<file path="src/inc/tct_map.vh">
// register map, field layout and encodings of the translation cache tagging block
// ==========================================================================
`ifndef TCT_MAP_VH
`define TCT_MAP_VH
// ==========================================================================
// register offsets
`define TCT_REG_CTRL      8'h00
`define TCT_REG_VP_TAG    8'h04
`define TCT_REG_ROOT_LO   8'h08
`define TCT_REG_ROOT_HI   8'h0C
`define TCT_REG_INV_TAG   8'h10
`define TCT_REG_INV_PAGE  8'h14
`define TCT_REG_INV_RT_LO 8'h18
`define TCT_REG_INV_RT_HI 8'h1C
`define TCT_REG_INV_CMD   8'h20
`define TCT_REG_STATUS    8'h24
// ==========================================================================
// fields
`define TCT_CTRL_SL_BIT   0
`define TCT_CMD_CLASS_BIT 8
`define TCT_ST_READY_BIT  0
`define TCT_ST_BAD_BIT    1
`define TCT_ST_DONE_BIT   2
`define TCT_CTRL_RST      1'h0
`define TCT_TAG_RST       16'h0000
`define TCT_ROOT_RST      40'h00_0000_0000
// ==========================================================================
// mapping kinds and command types
`define TCT_KIND_LIN      2'h0
`define TCT_KIND_COMB     2'h1
`define TCT_KIND_GP       2'h2
`define TCT_TI_ADDR       4'h0
`define TCT_TI_SINGLE     4'h1
`define TCT_TI_ALL        4'h2
`define TCT_TI_KEEP_GLOB  4'h3
`define TCT_SI_SINGLE     4'h1
`define TCT_SI_ALL        4'h2
`endif

</file>
<file path="src/verilog/tct_inv_decode.v">
// decoder of invalidation command class and type into kill controls
`timescale 1ns/1ps
`include "tct_map.vh"
module tct_inv_decode (
  // command
  input  wire       go,
  input  wire       sl_class,
  input  wire [3:0] cmd_type,
  // kill controls
  output reg        kill_lin,
  output reg        kill_gp,
  output reg        use_tag,
  output reg        use_page,
  output reg        keep_glob,
  output reg        spare_tag0,
  output reg        use_root,
  output reg        bad
);
  always @* begin
    kill_lin   = 1'b0;
    kill_gp    = 1'b0;
    use_tag    = 1'b0;
    use_page   = 1'b0;
    keep_glob  = 1'b0;
    spare_tag0 = 1'b0;
    use_root   = 1'b0;
    bad        = 1'b0;
    if (go && !sl_class) begin
      case (cmd_type)
        `TCT_TI_ADDR: begin
          kill_lin = 1'b1;
          use_tag  = 1'b1;
          use_page = 1'b1;
        end
        `TCT_TI_SINGLE: begin
          kill_lin = 1'b1;
          use_tag  = 1'b1;
        end
        `TCT_TI_ALL: begin
          kill_lin   = 1'b1;
          spare_tag0 = 1'b1;
        end
        `TCT_TI_KEEP_GLOB: begin
          kill_lin  = 1'b1;
          use_tag   = 1'b1;
          keep_glob = 1'b1;
        end
        default: bad = 1'b1;
      endcase
    end else if (go) begin
      case (cmd_type)
        `TCT_SI_SINGLE: begin
          kill_gp  = 1'b1;
          use_root = 1'b1;
        end
        `TCT_SI_ALL: kill_gp = 1'b1;
        default: bad = 1'b1;
      endcase
    end
  end
endmodule // tct_inv_decode

</file>
<file path="src/verilog/tct_entry.v">
// one cached mapping with its tags, lookup match and kill logic
`timescale 1ns/1ps
`include "tct_map.vh"
module tct_entry #(
  parameter TAG_W  = 16,
  parameter ROOT_W = 40,
  parameter PAGE_W = 36,
  parameter FRM_W  = 40
) (
  // clock and reset
  input  wire              clk,
  input  wire              rst_n,
  // fill
  input  wire              wr,
  input  wire [1:0]        wr_kind,
  input  wire              wr_glob,
  input  wire [TAG_W-1:0]  wr_tag,
  input  wire [ROOT_W-1:0] wr_root,
  input  wire [PAGE_W-1:0] wr_page,
  input  wire [FRM_W-1:0]  wr_frame,
  // query and violation kill
  input  wire [1:0]        q_kind,
  input  wire [TAG_W-1:0]  q_tag,
  input  wire [ROOT_W-1:0] q_root,
  input  wire [PAGE_W-1:0] q_page,
  input  wire              q_kill,
  output wire              q_hit,
  output wire [FRM_W-1:0]  frame_out,
  // command kill
  input  wire              kill_lin,
  input  wire              kill_gp,
  input  wire              use_tag,
  input  wire              use_page,
  input  wire              keep_glob,
  input  wire              spare_tag0,
  input  wire              use_root,
  input  wire [TAG_W-1:0]  i_tag,
  input  wire [PAGE_W-1:0] i_page,
  input  wire [ROOT_W-1:0] i_root
);
  reg              valid;
  reg [1:0]        kind;
  reg              glob;
  reg [TAG_W-1:0]  tag;
  reg [ROOT_W-1:0] root;
  reg [PAGE_W-1:0] page;
  reg [FRM_W-1:0]  frame;
  wire lin_side = (kind != `TCT_KIND_GP);
  wire gp_side  = (kind != `TCT_KIND_LIN);
  // globals match any tag only in the lookup; commands still name the tag
  assign q_hit = valid && (kind == q_kind) && (page == q_page) &&
                 (!lin_side || glob || tag == q_tag) &&
                 (!gp_side || root == q_root);
  assign frame_out = frame;
  wire t_kill = kill_lin && lin_side && (!use_tag || tag == i_tag) &&
                (!use_page || page == i_page) && !(keep_glob && glob) &&
                !(spare_tag0 && tag == {TAG_W{1'b0}});
  wire s_kill = kill_gp && gp_side && (!use_root || root == i_root);
  always @(posedge clk or negedge rst_n) begin
    if (!rst_n) begin
      valid <= 1'b0;
      kind  <= `TCT_KIND_LIN;
      glob  <= 1'b0;
      tag   <= {TAG_W{1'b0}};
      root  <= {ROOT_W{1'b0}};
      page  <= {PAGE_W{1'b0}};
      frame <= {FRM_W{1'b0}};
    end else if (wr) begin
      valid <= 1'b1;
      kind  <= wr_kind;
      glob  <= wr_glob;
      tag   <= wr_tag;
      root  <= wr_root;
      page  <= wr_page;
      frame <= wr_frame;
    end else if (t_kill || s_kill || (q_kill && q_hit)) begin
      valid <= 1'b0;
    end
  end
endmodule // tct_entry

</file>
<file path="src/verilog/tct_cache.v">
// translation cache with processor-tag and root-pointer tagging and invalidation
`timescale 1ns/1ps
`include "tct_map.vh"
module tct_cache #(
  parameter ENTRIES = 8,
  parameter PTR_W   = 3,
  parameter TAG_W   = 16,
  parameter ROOT_W  = 40,
  parameter PAGE_W  = 36,
  parameter FRM_W   = 40
) (
  // clock and reset
  input  wire              clk,
  input  wire              rst_n,
  // register port
  input  wire [7:0]        reg_addr,
  input  wire [31:0]       reg_wdata,
  input  wire              reg_wr,
  input  wire              reg_rd,
  output reg  [31:0]       reg_rdata,
  // lookup
  input  wire              lk_req,
  input  wire              lk_gpa,
  input  wire [PAGE_W-1:0] lk_page,
  output reg               lk_done,
  output reg               lk_hit,
  output reg  [FRM_W-1:0]  lk_frame,
  // fill from the table walker
  input  wire              fill_valid,
  input  wire              fill_gpa,
  input  wire              fill_global,
  input  wire              fill_present,
  input  wire              fill_misconfig,
  input  wire [PAGE_W-1:0] fill_page,
  input  wire [FRM_W-1:0]  fill_frame,
  // second-level violation of the current access
  input  wire              viol,
  input  wire              viol_gpa,
  input  wire [PAGE_W-1:0] viol_page,
  // state
  output reg               ready,
  output reg               inv_done
);
  // ========================================================================
  // software registers
  reg              sl_en;
  reg [TAG_W-1:0]  vp_tag;
  reg [ROOT_W-1:0] root_ptr;
  reg [TAG_W-1:0]  inv_tag;
  reg [PAGE_W-1:0] inv_page;
  reg [ROOT_W-1:0] inv_root;
  reg              cmd_go;
  reg              cmd_sl;
  reg [3:0]        cmd_type;
  reg              bad_flag;
  wire             dec_bad;

  always @(posedge clk or negedge rst_n) begin
    if (!rst_n) begin
      sl_en    <= `TCT_CTRL_RST;
      vp_tag   <= `TCT_TAG_RST;
      root_ptr <= `TCT_ROOT_RST;
      inv_tag  <= `TCT_TAG_RST;
      inv_page <= {PAGE_W{1'b0}};
      inv_root <= `TCT_ROOT_RST;
      cmd_go   <= 1'b0;
      cmd_sl   <= 1'b0;
      cmd_type <= 4'h0;
    end else begin
      cmd_go <= 1'b0;
      if (reg_wr) begin
        case (reg_addr)
          `TCT_REG_CTRL:      sl_en <= reg_wdata[`TCT_CTRL_SL_BIT];
          `TCT_REG_VP_TAG:    vp_tag <= reg_wdata[TAG_W-1:0];
          `TCT_REG_ROOT_LO:   root_ptr[19:0] <= reg_wdata[31:12];
          `TCT_REG_ROOT_HI:   root_ptr[ROOT_W-1:20] <= reg_wdata[ROOT_W-21:0];
          `TCT_REG_INV_TAG:   inv_tag <= reg_wdata[TAG_W-1:0];
          `TCT_REG_INV_PAGE:  inv_page <= {{(PAGE_W-32){1'b0}}, reg_wdata};
          `TCT_REG_INV_RT_LO: inv_root[19:0] <= reg_wdata[31:12];
          `TCT_REG_INV_RT_HI: inv_root[ROOT_W-1:20] <= reg_wdata[ROOT_W-21:0];
          `TCT_REG_INV_CMD: begin
            cmd_go   <= ready;
            cmd_sl   <= reg_wdata[`TCT_CMD_CLASS_BIT];
            cmd_type <= reg_wdata[3:0];
          end
          default: ;
        endcase
      end
    end
  end

  // ========================================================================
  // status: sticky bad-command flag, write one to clear, a new bad command wins
  wire bad_clr = reg_wr && (reg_addr == `TCT_REG_STATUS) && reg_wdata[`TCT_ST_BAD_BIT];
  always @(posedge clk or negedge rst_n) begin
    if (!rst_n) begin
      bad_flag <= 1'b0;
      inv_done <= 1'b0;
      ready    <= 1'b0;
    end else begin
      ready    <= 1'b1;
      inv_done <= cmd_go && !dec_bad;
      if (cmd_go && dec_bad)
        bad_flag <= 1'b1;
      else if (bad_clr)
        bad_flag <= 1'b0;
    end
  end

  always @(posedge clk or negedge rst_n) begin
    if (!rst_n) begin
      reg_rdata <= 32'h0000_0000;
    end else if (reg_rd) begin
      case (reg_addr)
        `TCT_REG_CTRL:      reg_rdata <= {31'h0000_0000, sl_en};
        `TCT_REG_VP_TAG:    reg_rdata <= {{(32-TAG_W){1'b0}}, vp_tag};
        `TCT_REG_ROOT_LO:   reg_rdata <= {root_ptr[19:0], 12'h000};
        `TCT_REG_ROOT_HI:   reg_rdata <= {12'h000, root_ptr[ROOT_W-1:20]};
        `TCT_REG_INV_TAG:   reg_rdata <= {{(32-TAG_W){1'b0}}, inv_tag};
        `TCT_REG_INV_PAGE:  reg_rdata <= inv_page[31:0];
        `TCT_REG_INV_RT_LO: reg_rdata <= {inv_root[19:0], 12'h000};
        `TCT_REG_INV_RT_HI: reg_rdata <= {12'h000, inv_root[ROOT_W-1:20]};
        `TCT_REG_INV_CMD:   reg_rdata <= {23'h00_0000, cmd_sl, 4'h0, cmd_type};
        `TCT_REG_STATUS:    reg_rdata <= {29'h0000_0000, inv_done, bad_flag, ready};
        default:            reg_rdata <= 32'h0000_0000;
      endcase
    end else begin
      reg_rdata <= 32'h0000_0000;
    end
  end

  // ========================================================================
  // command decode
  wire d_kill_lin;
  wire d_kill_gp;
  wire d_use_tag;
  wire d_use_page;
  wire d_keep_glob;
  wire d_spare_tag0;
  wire d_use_root;

  tct_inv_decode u_dec (
    .go         (cmd_go),
    .sl_class   (cmd_sl),
    .cmd_type   (cmd_type),
    .kill_lin   (d_kill_lin),
    .kill_gp    (d_kill_gp),
    .use_tag    (d_use_tag),
    .use_page   (d_use_page),
    .keep_glob  (d_keep_glob),
    .spare_tag0 (d_spare_tag0),
    .use_root   (d_use_root),
    .bad        (dec_bad)
  );

  // ========================================================================
  // context of the current access: kind follows the translation mode
  function [1:0] ctx_kind;
    input sl;
    input gpa;
    begin
      if (gpa)
        ctx_kind = `TCT_KIND_GP;
      else if (sl)
        ctx_kind = `TCT_KIND_COMB;
      else
        ctx_kind = `TCT_KIND_LIN;
    end
  endfunction

  // a violation borrows the query path; a lookup in that cycle answers miss
  wire [1:0]        q_kind = viol ? ctx_kind(sl_en, viol_gpa) : ctx_kind(sl_en, lk_gpa);
  wire [PAGE_W-1:0] q_page = viol ? viol_page : lk_page;

  // fills never keep what came from absent or misconfigured entries
  wire fill_ok = ready && fill_valid && fill_present && !fill_misconfig;
  wire [1:0] f_kind = ctx_kind(sl_en, fill_gpa);
  wire [ROOT_W-1:0] f_root = sl_en ? root_ptr : {ROOT_W{1'b0}};
  wire f_glob = fill_global && !fill_gpa;

  // round-robin victim; simple, and no entry lives forever
  reg [PTR_W-1:0] victim;
  always @(posedge clk or negedge rst_n) begin
    if (!rst_n)
      victim <= {PTR_W{1'b0}};
    else if (fill_ok)
      victim <= (victim == ENTRIES - 1) ? {PTR_W{1'b0}} : victim + 1'b1;
  end

  // ========================================================================
  // entries
  wire [ENTRIES-1:0]       hit_vec;
  wire [ENTRIES*FRM_W-1:0] frm_flat;

  genvar g;
  generate
    for (g = 0; g < ENTRIES; g = g + 1) begin : g_ent
      tct_entry #(
        .TAG_W  (TAG_W),
        .ROOT_W (ROOT_W),
        .PAGE_W (PAGE_W),
        .FRM_W  (FRM_W)
      ) u_ent (
        .clk        (clk),
        .rst_n      (rst_n),
        .wr         (fill_ok && (victim == g)),
        .wr_kind    (f_kind),
        .wr_glob    (f_glob),
        .wr_tag     (vp_tag),
        .wr_root    (f_root),
        .wr_page    (fill_page),
        .wr_frame   (fill_frame),
        .q_kind     (q_kind),
        .q_tag      (vp_tag),
        .q_root     (root_ptr),
        .q_page     (q_page),
        .q_kill     (viol),
        .q_hit      (hit_vec[g]),
        .frame_out  (frm_flat[g*FRM_W +: FRM_W]),
        .kill_lin   (d_kill_lin),
        .kill_gp    (d_kill_gp),
        .use_tag    (d_use_tag),
        .use_page   (d_use_page),
        .keep_glob  (d_keep_glob),
        .spare_tag0 (d_spare_tag0),
        .use_root   (d_use_root),
        .i_tag      (inv_tag),
        .i_page     (inv_page),
        .i_root     (inv_root)
      );
    end
  endgenerate

  // ========================================================================
  // lookup answer, one cycle after the request
  reg [FRM_W-1:0] next_frame;
  integer i;
  always @* begin
    next_frame = {FRM_W{1'b0}};
    for (i = 0; i < ENTRIES; i = i + 1) begin
      if (hit_vec[i])
        next_frame = next_frame | frm_flat[i*FRM_W +: FRM_W];
    end
  end

  always @(posedge clk or negedge rst_n) begin
    if (!rst_n) begin
      lk_done  <= 1'b0;
      lk_hit   <= 1'b0;
      lk_frame <= {FRM_W{1'b0}};
    end else begin
      lk_done  <= lk_req && ready;
      lk_hit   <= lk_req && ready && !viol && (|hit_vec);
      lk_frame <= (lk_req && ready && !viol) ? next_frame : {FRM_W{1'b0}};
    end
  end
endmodule // tct_cache

</file>
<file path="config.mk">
export PLATFORM = sky130hd
export DESIGN_NAME = tct_cache
export DESIGN_NICKNAME = d
export VERILOG_FILES = /design/src/verilog/tct_inv_decode.v /design/src/verilog/tct_entry.v /design/src/verilog/tct_cache.v
export VERILOG_INCLUDE_DIRS = /design/src /design/src/inc
export SDC_FILE = /design/constraint.sdc
export NUM_CORES = 2
export LEC_CHECK = 0
export BUFFER_PORTS_ARGS = -buffer_cell sky130_fd_sc_hd__buf_2
export CAP_MARGIN = 25
export CORE_ASPECT_RATIO = 1.75
export CORE_UTILIZATION = 58
export CTS_BUF_LIST = sky130_fd_sc_hd__clkbuf_8
export DETAILED_ROUTE_END_ITERATION = 10
export HOLD_SLACK_MARGIN = 0.15
export PLACE_DENSITY = 0.86
export SKIP_LAST_GASP = 1
export SLEW_MARGIN = 30
export SYNTH_ARGS = -nofsm -noshare
export SYNTH_HDL_FRONTEND = slang
export SYNTH_SLANG_ARGS = --single-unit
</file>
<file path="constraint.sdc">
create_clock -name clk -period 2.56 [get_ports clk]
set_clock_uncertainty 0.05 [all_clocks]
set_input_delay 0.512 -clock clk [delete_from_list [all_inputs] [get_ports clk]]
set_output_delay 0.512 -clock clk [all_outputs]
set_load 0.01 [all_outputs]
</file>
==> out/metrics.yaml, run 1 <==
outcome:
  status: "did not finish"
  stop_stage: "global routing"
  tool.error: "[ERROR GRT-0116] Global routing finished with congestion. Check the congestion regions in the DRC Viewer."
synthesis:
  syn_avg_cell_area_um2: 11.3
  synth_top_cell_area_share: 0.476
  synth_warnings: 0
  syn_nets: 6315
  synth_edf_count: 0
  syn_inst: 6108
  ys_ff_latch: 1319
  yosys.area.top_type: "dfrtp_1"
  ys_dominant_reg_cell: "dfrtp_1"
  yosysUniqueCellTypes: 58
  synth.area.top_cells: "dfrtp_1 (48%), mux2_2 (15%), xnor2_1 (13%)"
  ys_seq_area_frac: 0.476
  synth_area_mm2: 0.0693
  async_flop_share: 1.00
cts:
  clockRootBuffer: "clkbuf_8"
  cts_sinks: 1319
  htree_levels: 4
  numCtsBuffers: 193
  ctsLongestPathBuffers: 3
placement:
  dp_hpwl_um: 265000
  routabilityCongestion: 1.18
  port_buffers: 276
  post_dp_cell_area_mm2: 0.0839
die:
  ioPinCount: 277
  initial_core_util: 0.585
  die_h_um: 459
  die_w_um: 263
  row_count: 167
grt:
  grt_first_pass_wirelength_um: 604000
  grt_overflow: 32
  grt_max_degree: 109
  grt.total_usage: 0.718
  grt_pass1_vias: 74800
metrics by stage:
| stage | hold WS (ns) | worst slack [ns] | std cells |
|---|---|---|---|
| global placement | 0.418 | -1.59 | 8918 |
| detailed placement | 0.412 | -1.58 | 8918 |
| CTS | 0.168 | -0.665 | 9463 |
| floorplan | 0.166 | -0.394 | 6108 |
synthesized netlist by cell type, types with 3 or more instances:
cell type and n:
a21oi_1 62, o22ai_1 48, nand3_1 21, nand4_1 225, o311ai_0 11, a22oi_1 36, a31o_2 4, dfrtp_1 1319
and3_1 84, and2_1 3, nor2b_1 12, nor3_1 28, a31oi_1 12, a41oi_1 10, nand2b_1 5, o221ai_1 6
buf_2 17, clkbuf_1 329, mux2i_2 4, o21ai_0 351, a211oi_1 4, a222oi_1 26, a311oi_1 84, buf_6 9
buf_1 69, buf_4 4, mux2i_4 33, nand3b_1 4, nor4_1 245, nor2_1 56, or4_1 8, nand2_1 569
mux2_2 895, inv_1 5, ha_1 6, nor4_2 3, xor2_1 441, a21o_1 3, xnor2_1 991, o2bb2ai_1 6
o22ai_2 36
metal layers:
metal,GRT overflow,track usage
met1,0,0.722
met2,10,0.933
met3,0,0.467
met4,22,0.793
met5,0,0.0952
cell families after synthesis:
family,Yosys count,share of synthesized area
XOR/XNOR,1432,0.181
flip-flops,1319,0.476
AND/OR/NAND/NOR,1271,0.0920
multiplexers,932,0.157
AO/OA/AOI/OAI,711,0.0669
buffers and inverters,436,0.0257
adder cells (fa/ha/maj),6,0.00108
other,1,0.0000541
what timing repair did:
item / in CTS
setup buffers: 65
setup endpoints to repair: 49
gates resized for setup: 240
hold endpoints to repair: 2110
pin swaps: 86
hold buffers: 125
gates cloned: 17
==> run 2, diff against run 1 <==
--- a/config.mk
+++ b/config.mk
@@ -8,12 +8,9 @@
 export LEC_CHECK = 0
 export BUFFER_PORTS_ARGS = -buffer_cell sky130_fd_sc_hd__buf_2
 export CAP_MARGIN = 25
-export CORE_ASPECT_RATIO = 1.75
-export CORE_UTILIZATION = 58
-export CTS_BUF_LIST = sky130_fd_sc_hd__clkbuf_8
+export CORE_UTILIZATION = 40
 export DETAILED_ROUTE_END_ITERATION = 10
-export HOLD_SLACK_MARGIN = 0.15
-export PLACE_DENSITY = 0.86
+export PLACE_DENSITY_LB_ADDON = 0.15
 export SKIP_LAST_GASP = 1
 export SLEW_MARGIN = 30
 export SYNTH_ARGS = -nofsm -noshare
==> constraint.sdc (replaced) <==
create_clock -name clk -period 3.3 [get_ports clk]
set_clock_uncertainty 0.05 [all_clocks]
set_input_delay 0.66 -clock clk [delete_from_list [all_inputs] [get_ports clk]]
set_output_delay 0.66 -clock clk [all_outputs]
set_load 0.01 [all_outputs]
==> out/metrics.yaml, run 2 <==
outcome:
  status: "finished, violations left"
  violations: "setup timing"
detailed_routing:
  remaining_drc_errors: 0
  first_iter_violations: 6405
  totalWireLength_um: 347000
  ant_nets: 0
  drt_first_pass_iters: 6
  via_per_inst: 5.89
  vias: 55700
  wire_per_inst_um: 36.7
sta:
  min_period_over_period: 1.03
  setup_violations: 40
  maxSlewViolCount: 0
  fmax_mhz: 293
  tightest_slew_ns: 0.975
  period_needed_ns: 3.41
  slew_headroom: 0.345
  hold_viol: 0
  final.setup.worst_slack_ns: -0.114
die:
  die_area_mm2: 0.175
  core_area_mm2: 0.172
  die_w_um: 418  # +59%
  initial_core_util: 0.403  # -0.181
  row_count: 152  # -9.0%
  ioPinCount: 277  # unchanged
  die_h_um: 418  # -8.9%
setup_path:
  cp_max_fo: 13
  slowest_delay_ns: 0.57
  crit_arrival_ns: 4.12
  end_kind: "register"
  worst_setup_path_start_kind: "register"
  cpMostUsedCell: "buf_4"
  critPathSlowestCell: "dfrtp_1"
  path_cells: "buf_4 -> xnor2_1 -> nand4_1 -> buf_4 -> nor2_1 -> a31oi_1 -> buf_4 -> nor3_2 -> buf_12 -> buf_12 -> a311oi_1 -> a21oi_1"
  worst_ep_required_time_ns: 4.01
  worstSetupPathType: "reg -> reg"
final_layout:
  design_area_mm2: 0.0864
  layout_common_cells: "dfrtp_1 (1301), xnor2_1 (984), mux2_2 (895)"
  drive_gt1_frac: 0.348
  multi_input_area_mm2: 0.0350
  n_fill_cell: 15800
  seq_area_mm2: 0.0330
  nets: 7215
  final_common_cell: "dfrtp_1"
  area_growth_pct: 24.7
synthesis:
  syn_nets: 6315  # unchanged
  synth_most_common_cell: "dfrtp_1"
  yosysUniqueCellTypes: 58  # unchanged
  syn_avg_cell_area_um2: 11.3  # unchanged
  synth_common_cells: "dfrtp_1 (1319), xnor2_1 (991), mux2_2 (895), nand2_1 (569), xor2_1 (441)"
  ys_dominant_reg_cell: "dfrtp_1"
  synth_area_mm2: 0.0693  # unchanged
  yosys.area.top_type: "dfrtp_1"
  syn_inst: 6108  # unchanged
  synth_edf_count: 0  # unchanged
  ys_seq_area_frac: 0.476  # unchanged
  ys_ff_latch: 1319  # unchanged
  synth_top_cell_area_share: 0.476  # unchanged
  synth.area.top_cells: "dfrtp_1 (48%), mux2_2 (15%), xnor2_1 (13%)"
  async_flop_share: 1.00  # unchanged
  synth_warnings: 0  # unchanged
power:
  max-vdd-ir-drop_mv: 0.461
  pwr-share-clk: 0.327
  p_seq_frac: 0.398
  p_int_mw: 36.6
  combPwrFrac: 0.275
  sw_frac_of_total: 0.348
  leakage_nw: 40.4
  p_sw_mw: 19.5
  p_per_area_mw_per_mm2: 650
placement:
  routabilityCongestion: 1.05  # -11%
  dp_hpwl_um: 268000  # +1.2%
  post_dp_cell_area_mm2: 0.0805  # -4.1%
  port_buffers: 276  # unchanged
  dp_slack_ns: -1.11  # +0.472 ns
cts:
  ctsLongestPathBuffers: 3  # unchanged
  cts_sinks: 1319  # unchanged
  clockRootBuffer: "clkbuf_16"
  clk_pin_slew_ns: 0.06
  numCtsBuffers: 157  # -19%
  cts_tree: "yes"
  htree_levels: 4  # unchanged
  clk_latency_ns: 0.85
grt:
  grt_pass1_vias: 54500
  grt.total_usage: 0.394
  antenna_found_initial: 36
  grt_max_degree: 107
  grt_overflow: 0
  grt_first_pass_wirelength_um: 471000
job:
  drv_cap: 0
hold_path:
  hold_class: "in -> reg"
==> run 2: cell counts after synthesis <==
Identical to the previous run, type by type.
==> run 2: power by group through the flow <==
stage,registers (mW),logic (mW),clock network (mW)
5_1_grt,22.5,15.9,19.2
3_5_place_dp,22.5,14.7,0
6_report,22.4,15.4,18.4
2_1_floorplan,20.8,7.43,0
3_3_place_gp,22.5,14.7,0
4_1_cts,22.2,14.9,18.6
==> run 2: cell families (layout without fill, tap and decap cells) <==
| group | Yosys count | after routing | share of synthesized area |
|---|---|---|---|
| flops | 1319 | 1319 | 0.476 |
| compound gates | 711 | 711 | 0.0669 |
| simple gates | 1271 | 1271 | 0.0920 |
| other cells | 1 | 9 | 0.0000541 |
| buf+inv | 436 | 1466 | 0.0257 |
| mux | 932 | 932 | 0.157 |
| fa+ha+maj | 6 | 6 | 0.00108 |
| xor+xnor | 1432 | 1432 | 0.181 |
==> run 2: timing repair <==
item,in CTS,in global routing
cloned,0,3
endpoints found under the hold margin,56,0
pin swaps,5,14
resized for setup,25,54
hold buffers,2,0
setup endpoints to repair,48,49
buffers inserted,0,10
==> run 2: through the flow <==
| stage | utilization | total power, mW | setup TNS [ns] | hold WS [ns] | cells |
|---|---|---|---|---|---|
| floorplan | - | 28.3 | 0 | 0.314 | 6108 |
| global placement | 0.469 | 37.2 | -48.31 | 0.429 | 9145 |
| detailed placement | 0.469 | 37.2 | -48.29 | 0.434 | 9145 |
| CTS | 0.501 | 55.6 | -0.0607 | 0.0130 | 9436 |
| global route | 0.503 | 57.6 | -0.0418 | 0.0556 | 9452 |
| finish | 0.503 | 56.1 | -2.88 | 0.0615 | 9456 |
==> run 2: layout make-up <==
type | count | area share
multi-input combinational | 4353 | 0.405
sequential | 1319 | 0.382
timing repair buffer | 1172 | 0.117
clock buffer | 218 | 0.0510
tap | 2310 | 0.0334
clock inverter | 71 | 0.0112
antenna | 8 | 0.000232
inverter | 5 | 0.000217
==> run 2: worst max-delay path: cells and delay by family (launching register included) <==
family          cells  cell delay (ns)
simple gates        3             0.61
compound gates      3             0.41
buf+inv             5             1.08
xor+xnor            1             0.57
flops               1             0.57
==> run 2: path summary, 6_finish.rpt <==
path / startpoint / endpoint / slack, ns / cells after the start
worst min-delay path: reg_wdata[22] / inv_page[22]$_DFFE_PN0P_ / 0.06 / 2
worst max register to register: root_ptr[15]$_DFFE_PN0P_ / lk_frame[6]$_DFF_PN0_ / -0.11 / 12
min in group asynchronous: rst_n / g_ent[3].u_ent.root[27]$_DFFE_PN0P_ / 0.40 / 2
worst max-delay path: root_ptr[15]$_DFFE_PN0P_ / lk_frame[6]$_DFF_PN0_ / -0.11 / 12
worst min register to register: g_ent[7].u_ent.frame_out[19]$_DFFE_PN0P_ / g_ent[7].u_ent.frame_out[19]$_DFFE_PN0P_ / 0.45 / 1
max in group asynchronous: rst_n / g_ent[5].u_ent.page[32]$_DFFE_PN0P_ / 1.67 / 4
==> run 2: metal layers <==
metal,GRT usage,wire [um],vias up,part of all wire
met2,0.575,148000,2664,0.43
li1,-,-,23400,-
met4,0.151,14600,16,0.042
met5,0,138,-,0.00040
met1,0.576,156000,29200,0.45
met3,0.0712,28200,504,0.081
Power figures use the tool's default switching activity.
